[src/rtl/tcs_pkg.sv]
// Purpose: Constants for the text cursor shape block.
// Assumes: Five-bit index and eight-bit data port pair of the display controller.
// Notes: Index values select the two cursor shape registers.
package tcs_pkg;
  localparam logic [4:0] TCS_IDX_START = 5'h0a;
  localparam logic [4:0] TCS_IDX_END = 5'h0b;
  localparam logic [7:0] TCS_START_RST = 8'h00;
  localparam logic [7:0] TCS_END_RST = 8'h00;
  localparam int TCS_ENA_BIT = 5;
  localparam int TCS_LINE_HI = 4;
  localparam int TCS_SKEW_HI = 6;
  localparam int TCS_SKEW_LO = 5;
  localparam logic [7:0] TCS_START_MASK = 8'h3f;
  localparam logic [7:0] TCS_END_MASK = 8'h7f;
  localparam int TCS_SKEW_MAX = 3;
  localparam int TCS_LINE_W = 5;
endpackage

[src/rtl/tcs_delay.sv]
// Purpose: Delay line for the cursor flag, one stage per character.
// Assumes: Advanced once per character clock.
// Notes: Tap chosen by the skew field.
`timescale 1ns/1ps
`default_nettype none
module tcs_delay
  import tcs_pkg::*;
#(
  parameter int DEPTH = TCS_SKEW_MAX
)
(
  // Clock and reset.
  input wire logic clk,
  input wire logic rst_n,
  // Data.
  input wire logic din,
  input wire logic [1:0] tap,
  output logic dout
);
  logic [DEPTH:0] taps;
  logic [DEPTH-1:0] pipe_ff;
  logic [DEPTH-1:0] nxt_pipe;
  logic dout_ff;
  logic nxt_dout;
  assign taps = {pipe_ff, din};
  always_comb
  begin
    nxt_pipe = taps[DEPTH-1:0];
    // The tap is picked ahead of the output register, so a rewritten skew cannot glitch.
    nxt_dout = taps[tap];
  end
  always_ff @(posedge clk or negedge rst_n)
  begin
    if (!rst_n)
    begin
      pipe_ff <= '0;
      dout_ff <= '0;
    end
    else
    begin
      pipe_ff <= nxt_pipe;
      dout_ff <= nxt_dout;
    end
  end
  // Tap zero is one register deep; each higher tap adds one more cycle of latency.
  assign dout = dout_ff;
endmodule
`default_nettype wire

[src/rtl/tcs_top.sv]
// Purpose: Text cursor shape control of the display controller.
// Assumes: CLK is the character clock; scan line and cursor match come from the controller.
// Notes: Registers sit behind the controller index/data port pair.
`timescale 1ns/1ps
`default_nettype none
// Function
// - Unused upper bits of both shape registers always read back as zero.
// - Start register bit 5 enables the cursor; zero suppresses it.
// - Start register bits 4:0 give the first cursor scan line.
// - Start line greater than end line means no cursor is drawn.
// - End register bits 6:5 delay the cursor right by whole characters.
module tcs_top
  import tcs_pkg::*;
(
  // Clock and reset.
  input wire logic CLK,
  input wire logic RST_N,
  // Index/data register port.
  input wire logic [4:0] REG_INDEX,
  input wire logic DATA_WR,
  input wire logic [7:0] DATA_WDATA,
  output logic [7:0] DATA_RDATA,
  // Raster position from the controller.
  input wire logic [4:0] SCAN_LINE,
  input wire logic CURSOR_HIT,
  // Cursor output.
  output logic CURSOR_ON
);

  // ****************************************
  // Helper functions
  // ****************************************

  // True when a data port write is aimed at the given register index.
  function automatic logic write_hits(
    input logic wr,
    input logic [4:0] idx,
    input logic [4:0] target
  );
    return wr && (idx == target);
  endfunction

  // Scan line field of either shape register.
  function automatic logic [TCS_LINE_W-1:0] line_field(
    input logic [7:0] shape
  );
    return shape[TCS_LINE_HI:0];
  endfunction

  // True when the start line does not lie below the end line.
  function automatic logic window_ordered(
    input logic [7:0] start_val,
    input logic [7:0] end_val
  );
    return line_field(start_val) <= line_field(end_val);
  endfunction

  // True when a scan line lies between both ends of the window, ends included.
  function automatic logic line_in_window(
    input logic [TCS_LINE_W-1:0] scan,
    input logic [TCS_LINE_W-1:0] first,
    input logic [TCS_LINE_W-1:0] last
  );
    return (scan >= first) && (scan <= last);
  endfunction

  // Reads of any index outside the pair return zero.
  function automatic logic [7:0] read_select(
    input logic [4:0] idx,
    input logic [7:0] start_val,
    input logic [7:0] end_val
  );
    logic [7:0] result;
    case (idx)
      TCS_IDX_START: result = start_val;
      TCS_IDX_END: result = end_val;
      default: result = '0;
    endcase
    return result;
  endfunction

  // ****************************************
  // Register storage
  // ****************************************

  logic [7:0] start_ff;
  logic [7:0] end_ff;
  logic [7:0] nxt_start;
  logic [7:0] nxt_end;
  logic start_wr;
  logic end_wr;

  // Index then data access: the latched index picks the register.
  assign start_wr = write_hits(DATA_WR, REG_INDEX, TCS_IDX_START);
  assign end_wr = write_hits(DATA_WR, REG_INDEX, TCS_IDX_END);

  always_comb
  begin
    nxt_start = start_ff;
    nxt_end = end_ff;
    // Reserved bits are never stored, so they cannot read back as one.
    if (start_wr)
    begin
      nxt_start = DATA_WDATA & TCS_START_MASK;
    end
    if (end_wr)
    begin
      nxt_end = DATA_WDATA & TCS_END_MASK;
    end
  end

  always_ff @(posedge CLK or negedge RST_N)
  begin
    if (!RST_N)
    begin
      start_ff <= TCS_START_RST;
      end_ff <= TCS_END_RST;
    end
    else
    begin
      start_ff <= nxt_start;
      end_ff <= nxt_end;
    end
  end

  // ****************************************
  // Window order flag
  // ****************************************

  // Reset shapes are fixed, so their order is known without a comparator.
  localparam logic WINDOW_OK_RST =
    (TCS_START_RST[TCS_LINE_HI:0] <= TCS_END_RST[TCS_LINE_HI:0]);

  logic window_ok_ff;
  logic nxt_window_ok;

  // Registering the order of the stored lines keeps that comparator off the cursor path.
  always_comb
  begin
    nxt_window_ok = window_ordered(nxt_start, nxt_end);
  end

  always_ff @(posedge CLK or negedge RST_N)
  begin
    if (!RST_N)
    begin
      window_ok_ff <= WINDOW_OK_RST;
    end
    else
    begin
      window_ok_ff <= nxt_window_ok;
    end
  end

  // ****************************************
  // Read-back path
  // ****************************************

  logic [7:0] rdata_ff;
  logic [7:0] nxt_rdata;

  // A write in the same cycle is already visible, so software reads what it wrote.
  always_comb
  begin
    nxt_rdata = read_select(REG_INDEX, nxt_start, nxt_end);
  end

  always_ff @(posedge CLK or negedge RST_N)
  begin
    if (!RST_N)
    begin
      rdata_ff <= '0;
    end
    else
    begin
      rdata_ff <= nxt_rdata;
    end
  end

  assign DATA_RDATA = rdata_ff;

  // ****************************************
  // Shape fields
  // ****************************************

  logic cursor_enable;
  logic [TCS_LINE_W-1:0] first_line;
  logic [TCS_LINE_W-1:0] last_line;
  logic [1:0] skew_sel;

  assign cursor_enable = start_ff[TCS_ENA_BIT];
  assign first_line = line_field(start_ff);
  assign last_line = line_field(end_ff);
  assign skew_sel = end_ff[TCS_SKEW_HI:TCS_SKEW_LO];

  // ****************************************
  // Cursor window
  // ****************************************

  logic line_match;
  logic cursor_raw;

  assign line_match = line_in_window(SCAN_LINE, first_line, last_line);
  // An inverted range yields no cursor rather than a wrapped one.
  assign cursor_raw = cursor_enable && CURSOR_HIT
    && window_ok_ff && line_match;

  // ****************************************
  // Skew delay
  // ****************************************

  // Each skew step adds one cycle on top of the one-cycle register latency of tap zero.
  tcs_delay #(
    .DEPTH(TCS_SKEW_MAX)
  ) u_delay (
    .clk(CLK),
    .rst_n(RST_N),
    .din(cursor_raw),
    .tap(skew_sel),
    .dout(CURSOR_ON)
  );

endmodule
`default_nettype wire

[config.mk]
export PLATFORM = sky130hd
export DESIGN_NAME = tcs_top
export DESIGN_NICKNAME = d
export VERILOG_FILES = /design/src/rtl/tcs_pkg.sv /design/src/rtl/tcs_delay.sv /design/src/rtl/tcs_top.sv
export SDC_FILE = /design/constraint.sdc
export NUM_CORES = 1
export LEC_CHECK = 0
export ABC_AREA = 1
export BUFFER_PORTS_ARGS = -buffer_cell sky130_fd_sc_hd__buf_2
export CAP_MARGIN = 25
export CORE_AREA = 2 2 59 61
export CTS_BUF_LIST = sky130_fd_sc_hd__clkbuf_16
export DETAILED_ROUTE_END_ITERATION = 12
export DIE_AREA = 0 0 61 63
export PLACE_DENSITY = 0.71
export SETUP_SLACK_MARGIN = 0.5
export SYNTH_ARGS = -nofsm -noshare
export SYNTH_HDL_FRONTEND = slang
export SYNTH_SLANG_ARGS = --single-unit
[constraint.sdc]
create_clock -name CLK -period 2.33 [get_ports CLK]
set_input_delay 0 -clock CLK [delete_from_list [all_inputs] [get_ports CLK]]
set_output_delay 0 -clock CLK [all_outputs]
set_load 0.05 [all_outputs]
==> results of run 1 <==
==> cells by family after synthesis <==
family	synth area share
and+or+nand+nor	0.2383
buffers and inverters	0.07477
DFF	0.4774
AOI/OAI and AO/OA	0.1027
adders and majority gates	0.1068
==> layer usage <==
layer	up-vias	track usage	part of all wire
met5	-	0	0
met4	0	0.06250	0.018
met2	43	0.2997	0.47
met3	6	0.05590	0.054
li1	628	-	-
met1	567	0.2563	0.46
==> layout by cell type (no fill, tap or decap), types with 4 or more instances in the layout <==
| cell type | n |
|---|---|
| clkbuf_16 | 5 |
| o21ai_1 | 5 |
| buf_2 | 29 |
| inv_2 | 5 |
| o21ai_0 | 9 |
| dfrtp_1 | 28 |
| nand3_1 | 6 |
| inv_1 | 25 |
| ha_1 | 13 |
| a21oi_1 | 4 |
| nor2_1 | 4 |
| nand2_1 | 47 |
==> flip-flops by register name, summed over array words and instances (netlist names) <==
register,cells
start_ff,8
DATA_RDATA,8
window_ok_ff,1
end_ff,8
u_delay.pipe_ff,3
u_delay.dout,1
==> cell type report <==
class | count | area, sq um
Tap cell | 46 | 57.56
Timing Repair Buffer | 32 | 175.2
Clock inverter | 3 | 13.76
Sequential cell | 29 | 726.9
Inverter | 29 | 108.9
Fill cell | 284 | 1343
Multi-Input combinational cell | 113 | 681.9
Clock buffer | 5 | 125.1
==> per-stage QoR <==
step / hold WS, ps / total power (W) / cell area [sq um]
after global routing: 46.43 / 0.001664 / 1889
after detailed placement: 62.26 / 0.0009701 / 1720
after CTS: 26.39 / 0.001568 / 1889
after global placement: 49.93 / 0.0009545 / 1720
after floorplan: -295.6 / 0.0008695 / 1523
final: 27.57 / 0.001556 / 1889
==> repair_timing <==
item / CTS / global route
setup buffers: 0 / 0
gates resized for setup: 0 / 0
hold endpoints to repair: 30 / 0
hold buffers: 3 / 0
==> cell usage after synthesis <==
library cell  instances  area [sq um]
o21a_1                1         7.510
nand2_2               3         18.77
a31oi_1               1         6.260
a21oi_1               4         20.02
nand3_1               6         30.03
nor2_8                1         20.02
nand3_4               1         17.52
a21oi_2               1         8.760
dfstp_2               1         26.28
or2_2                 1         6.260
ha_1                 13         162.7
nand4_1               3         18.77
a21o_1                3         22.52
nand3b_1              2         15.01
nand2_1              47         176.4
o21ai_0               9         45.04
o22ai_1               2         12.51
dfrtp_1              28         700.7
or2_1                 1         6.260
o21ai_1               5         25.02
nand2_4               1         11.26
nand3_2               1         10.01
inv_1                24         90.09
inv_2                 5         18.77
nor2_1                4         15.01
nor2_2                1         6.260
nor2_4                1         11.26
a22o_1                1         8.760
buf_2                 1         5.000
==> final timing paths <==
kind	from	end	slack [ps]	cells past startpoint
setup / recovery	end_ff[2]$_DFF_PN0_	u_delay.dout$_DFF_PN0_	680	10
hold / removal	DATA_WDATA[3]	end_ff[3]$_DFF_PN0_	30	3
setup reg to reg	end_ff[2]$_DFF_PN0_	u_delay.dout$_DFF_PN0_	680	10
hold reg to reg	u_delay.pipe_ff[1]$_DFF_PN0_	u_delay.pipe_ff[2]$_DFF_PN0_	370	0
max in group asynchronous	RST_N	end_ff[7]$_DFF_PN0_	1620	2
min in group asynchronous	RST_N	end_ff[4]$_DFF_PN0_	290	2
==> worst max-delay path, stage by stage (launching register included) <==
cell	delay (ps)
dfrtp_1	340
inv_1	60
ha_1	290
nand2_1	70
or2_2	270
a21oi_1	130
o22ai_1	80
nand3b_1	140
nand2_1	70
nand2_1	60
nand2_1	40
==> power groups by stage <==
stage / clock network [W] / registers [W] / logic [W]
global route: 0.000626 / 0.000613 / 0.000425
global placement: 0 / 0.000610 / 0.000344
floorplan: 0 / 0.000636 / 0.000234
CTS: 0.000597 / 0.000606 / 0.000364
detailed placement: 0 / 0.000613 / 0.000357
finish: 0.000589 / 0.000606 / 0.000362
==> flow_metrics.env, run 1 <==
export IMPL_dpl_cell_count=246
export IMPL_tightest_slew_ps=640.4
export IMPL_die_area_sq_mm=0.003843
export IMPL_hold_viol=0
export IMPL_ios=31
export IMPL_worstPathMaxFanout=2
export IMPL_netlist_area_sq_mm=0.001523
export IMPL_htreeDepth=2
export IMPL_syn_area_per_cell_sq_um=8.853
export IMPL_power_density_mw_per_mm2=823.7
export IMPL_max_freq_mhz=604.6
export IMPL_placementRows=21
export IMPL_critPathKind="flip-flop to flip-flop"
export IMPL_grt_pass1_wl_mm=5.554
export IMPL_leakage_nw=1.089
export IMPL_seqPwrFrac=0.389
export IMPL_cts_num_sinks=29
export IMPL_die_w_um=61
export IMPL_crit_required_ps=2490
export IMPL_grt_max_degree=30
export IMPL_portBuffers=29
export IMPL_cts_tree="yes"
export IMPL_viasPerCell=4.840
export IMPL_start_util=0.4712
export IMPL_drive_gt1_frac=0.2512
export IMPL_ys_warn_count=0
export IMPL_fin_ws_ps=676.1
export IMPL_cap_violations=0
export IMPL_wire_per_inst_um=12.16
export IMPL_root_buffer="clkbuf_16"
export IMPL_slew_viol_final=0
export IMPL_period_share=0.7098
export IMPL_syn_to_final_growth_pct=24.08
export IMPL_cts_path_max_buffers=2
export IMPL_coreArea_sq_mm=0.003232
export IMPL_startpoint_type="flip-flop"
export IMPL_cts_inserted_buffers=5
export IMPL_switchingPower_w=0.0004607
export IMPL_first_pass_iters=4
export IMPL_hpwl_mm=2.312
export IMPL_slew_limit_headroom=0.5731
export IMPL_min_period_ps=1654
export IMPL_first_global_vias=1259
export IMPL_fin_cells=257
export IMPL_status="finished, final reports clean"
export IMPL_diodes=0
export IMPL_p_int_w=0.001095
export IMPL_worst_setup_path_end_kind="flip-flop"
export IMPL_track_usage=0.1934
export IMPL_path_clk_slew_ps=50
export IMPL_rsz0062_at_grt="false"
export IMPL_setup_violations=0
export IMPL_swShare=0.2961
export IMPL_syn_nets=207
export IMPL_vias=1244
export IMPL_synthCells=172
export IMPL_pre_cts_slack_ps=623.3
export IMPL_fin_skew_ps=4.483
export IMPL_gp_congestion=0.7993
export IMPL_grt_ovfl_total=0
export IMPL_route_detailed_drc=0
export IMPL_p_comb_frac=0.232
export IMPL_fin_util=0.5846
export IMPL_hp_class="input port to flip-flop"
export IMPL_yosysSeqAreaShare=0.4774
export IMPL_synth_distinct_cells=29
export IMPL_clockPowerShare=0.378
export IMPL_ant_nets=0
export IMPL_synth_seq_cells=29
export IMPL_worst_ep_arrival_time_ps=1810
export IMPL_drt_iter0_markers=118
export IMPL_die_h_um=63
export IMPL_worst_ir_drop_vdd_mv=0.4145
export IMPL_finalSetupTns_ps=0
export IMPL_clkLatencyLatePin_ps=270
export IMPL_routed_wl_mm=3.125
export IMPL_final_nets=245
export IMPL_antenna_found_initial=0
(Power assumes the default switching activity.)
==> run 2: changes to the inputs <==
Clock period 2.33 ns to 1.6 ns, I/O delays scaled along.
==> flow_metrics.env, run 2 (synthesis gave the netlist of run 1 again) <==
export IMPL_status="finished, final reports clean"
export IMPL_worstPathMaxFanout=2
export IMPL_root_buffer="clkbuf_16"
export IMPL_clockPowerShare=0.340
export IMPL_worst_ep_arrival_time_ps=1730
export IMPL_ios=31
export IMPL_antenna_found_initial=0
export IMPL_viasPerCell=4.963
export IMPL_track_usage=0.2002
export IMPL_tightest_slew_ps=652.4
export IMPL_hold_viol=0
export IMPL_slew_limit_headroom=0.5651
export IMPL_cap_violations=0
export IMPL_fin_ws_ps=26.95
export IMPL_vias=1355
export IMPL_htreeDepth=2
export IMPL_r2r_cells=10
export IMPL_cts_tree="yes"
export IMPL_cts_num_sinks=29
export IMPL_layout_common_cells="nand2_1 (40), buf_2 (29), dfrtp_1 (28)"
export IMPL_rsz0062_at_grt="true"
export IMPL_setup_violations=0
export IMPL_route_detailed_drc=0
export IMPL_cts_path_max_buffers=2
export IMPL_hp_class="input port to flip-flop"
export IMPL_routed_wl_mm=3.825
export IMPL_coreArea_sq_mm=0.003232
export IMPL_worst_setup_path_end_kind="flip-flop"
export IMPL_diodes=0
export IMPL_ant_nets=0
export IMPL_placementRows=21
export IMPL_fin_hold_ws_ps=25.84
export IMPL_syn_to_final_growth_pct=42.89
export IMPL_period_share=0.9832
export IMPL_leakage_nw=1.179
export IMPL_portBuffers=29
export IMPL_gp_congestion=0.7841
export IMPL_first_global_vias=1355
export IMPL_seqPwrFrac=0.348
export IMPL_grt_ovfl_total=0
export IMPL_p_comb_frac=0.313
export IMPL_grt_max_degree=30
export IMPL_hpwl_mm=2.447
export IMPL_wire_per_inst_um=14.01
export IMPL_fin_cells=273
export IMPL_die_h_um=63
export IMPL_switchingPower_w=0.0008130
export IMPL_slew_viol_final=0
export IMPL_swShare=0.3177
export IMPL_final_common_cell="nand2_1"
export IMPL_drt_iter0_markers=35
export IMPL_startpoint_type="flip-flop"
export IMPL_min_period_ps=1573
export IMPL_grt_pass1_wl_mm=5.554
export IMPL_worst_ir_drop_vdd_mv=0.7353
export IMPL_die_w_um=61
export IMPL_fin_skew_ps=2.885
export IMPL_dpl_cell_count=251
export IMPL_path_clk_slew_ps=50
export IMPL_critPathKind="flip-flop to flip-flop"
export IMPL_power_density_mw_per_mm2=1176
export IMPL_crit_required_ps=1760
export IMPL_drive_gt1_frac=0.4097
export IMPL_start_util=0.4712
export IMPL_die_area_sq_mm=0.003843
export IMPL_first_pass_iters=4
export IMPL_hold_depth=3
export IMPL_p_int_w=0.001746
export IMPL_reg2reg_slack_ps=30
export IMPL_pre_cts_slack_ps=12.07
export IMPL_cts_inserted_buffers=5
export IMPL_clkLatencyLatePin_ps=270
export IMPL_max_freq_mhz=635.7
export IMPL_final_nets=261
==> run 2: through the flow <==
step           total power [W]    util  setup TNS [ps]  cell area [sq um]
2_1_floorplan         0.001302       -               0               1574
3_3_place_gp          0.001433  0.5598               0               1809
3_5_place_dp          0.001458  0.5598               0               1809
4_1_cts               0.002422  0.6419               0               2074
5_1_grt               0.002680  0.6732          -54.16               2176
6_report              0.002559  0.6732               0               2176
==> run 2: area by class of cell <==
type	instances	area [sq um]
clock buffers	5	125.1
clock inverters	3	13.76
fillers	277	1056
inverters	29	123.9
multi-input cells	113	830.8
flip-flops and latches	29	726.9
well taps	46	57.56
repair buffers	48	297.8
==> run 2: routing by layer <==
layer | global-route usage | share of wire | vias up | wire (um)
li1 | - | - | 658 | -
met5 | 0 | 0 | - | 0
met2 | 0.3360 | 0.52 | 41 | 1983
met3 | 0.05383 | 0.054 | 7 | 206
met4 | 0.09783 | 0.020 | 0 | 78
met1 | 0.2270 | 0.41 | 649 | 1556
==> run 2: path summary, 6_finish.rpt <==
| kind | from | to |
|---|---|---|
| max | end_ff[2]$_DFF_PN0_ | u_delay.dout$_DFF_PN0_ |
| min | DATA_WDATA[3] | end_ff[3]$_DFF_PN0_ |
| max reg2reg | end_ff[2]$_DFF_PN0_ | u_delay.dout$_DFF_PN0_ |
| min reg2reg | u_delay.pipe_ff[0]$_DFF_PN0_ | u_delay.pipe_ff[1]$_DFF_PN0_ |
| max in group asynchronous | RST_N | DATA_RDATA[6]$_DFF_PN0_ |
| min in group asynchronous | RST_N | DATA_RDATA[4]$_DFF_PN0_ |
==> run 2: what timing repair did <==
item,CTS,global route
pin swaps,6,8
hold buffers,4,0
hold endpoints to repair,32,0
setup endpoints to repair,3,3
setup buffers,5,5
resized for setup,11,13
==> run 2: power by group through the flow <==
stage                     Sequential [W]  Combinational (W)  Clock, W
final                           0.000889           0.000801  0.000869
after global routing            0.000897           0.000870  0.000913
after CTS                       0.000886           0.000652  0.000885
after detailed placement        0.000895           0.000563         0
after global placement          0.000889           0.000544         0
after floorplan                 0.000926           0.000376         0
==> run 2: critical path, cell delays in order, from the launching register on <==
cell      delay, ps
dfrtp_1         360
inv_2            60
ha_4            270
nand2_2          50
or2_4           220
a21oi_2         120
o22ai_1          90
nand3b_1        110
nand2_1          70
nand2_1          60
nand2_1          40
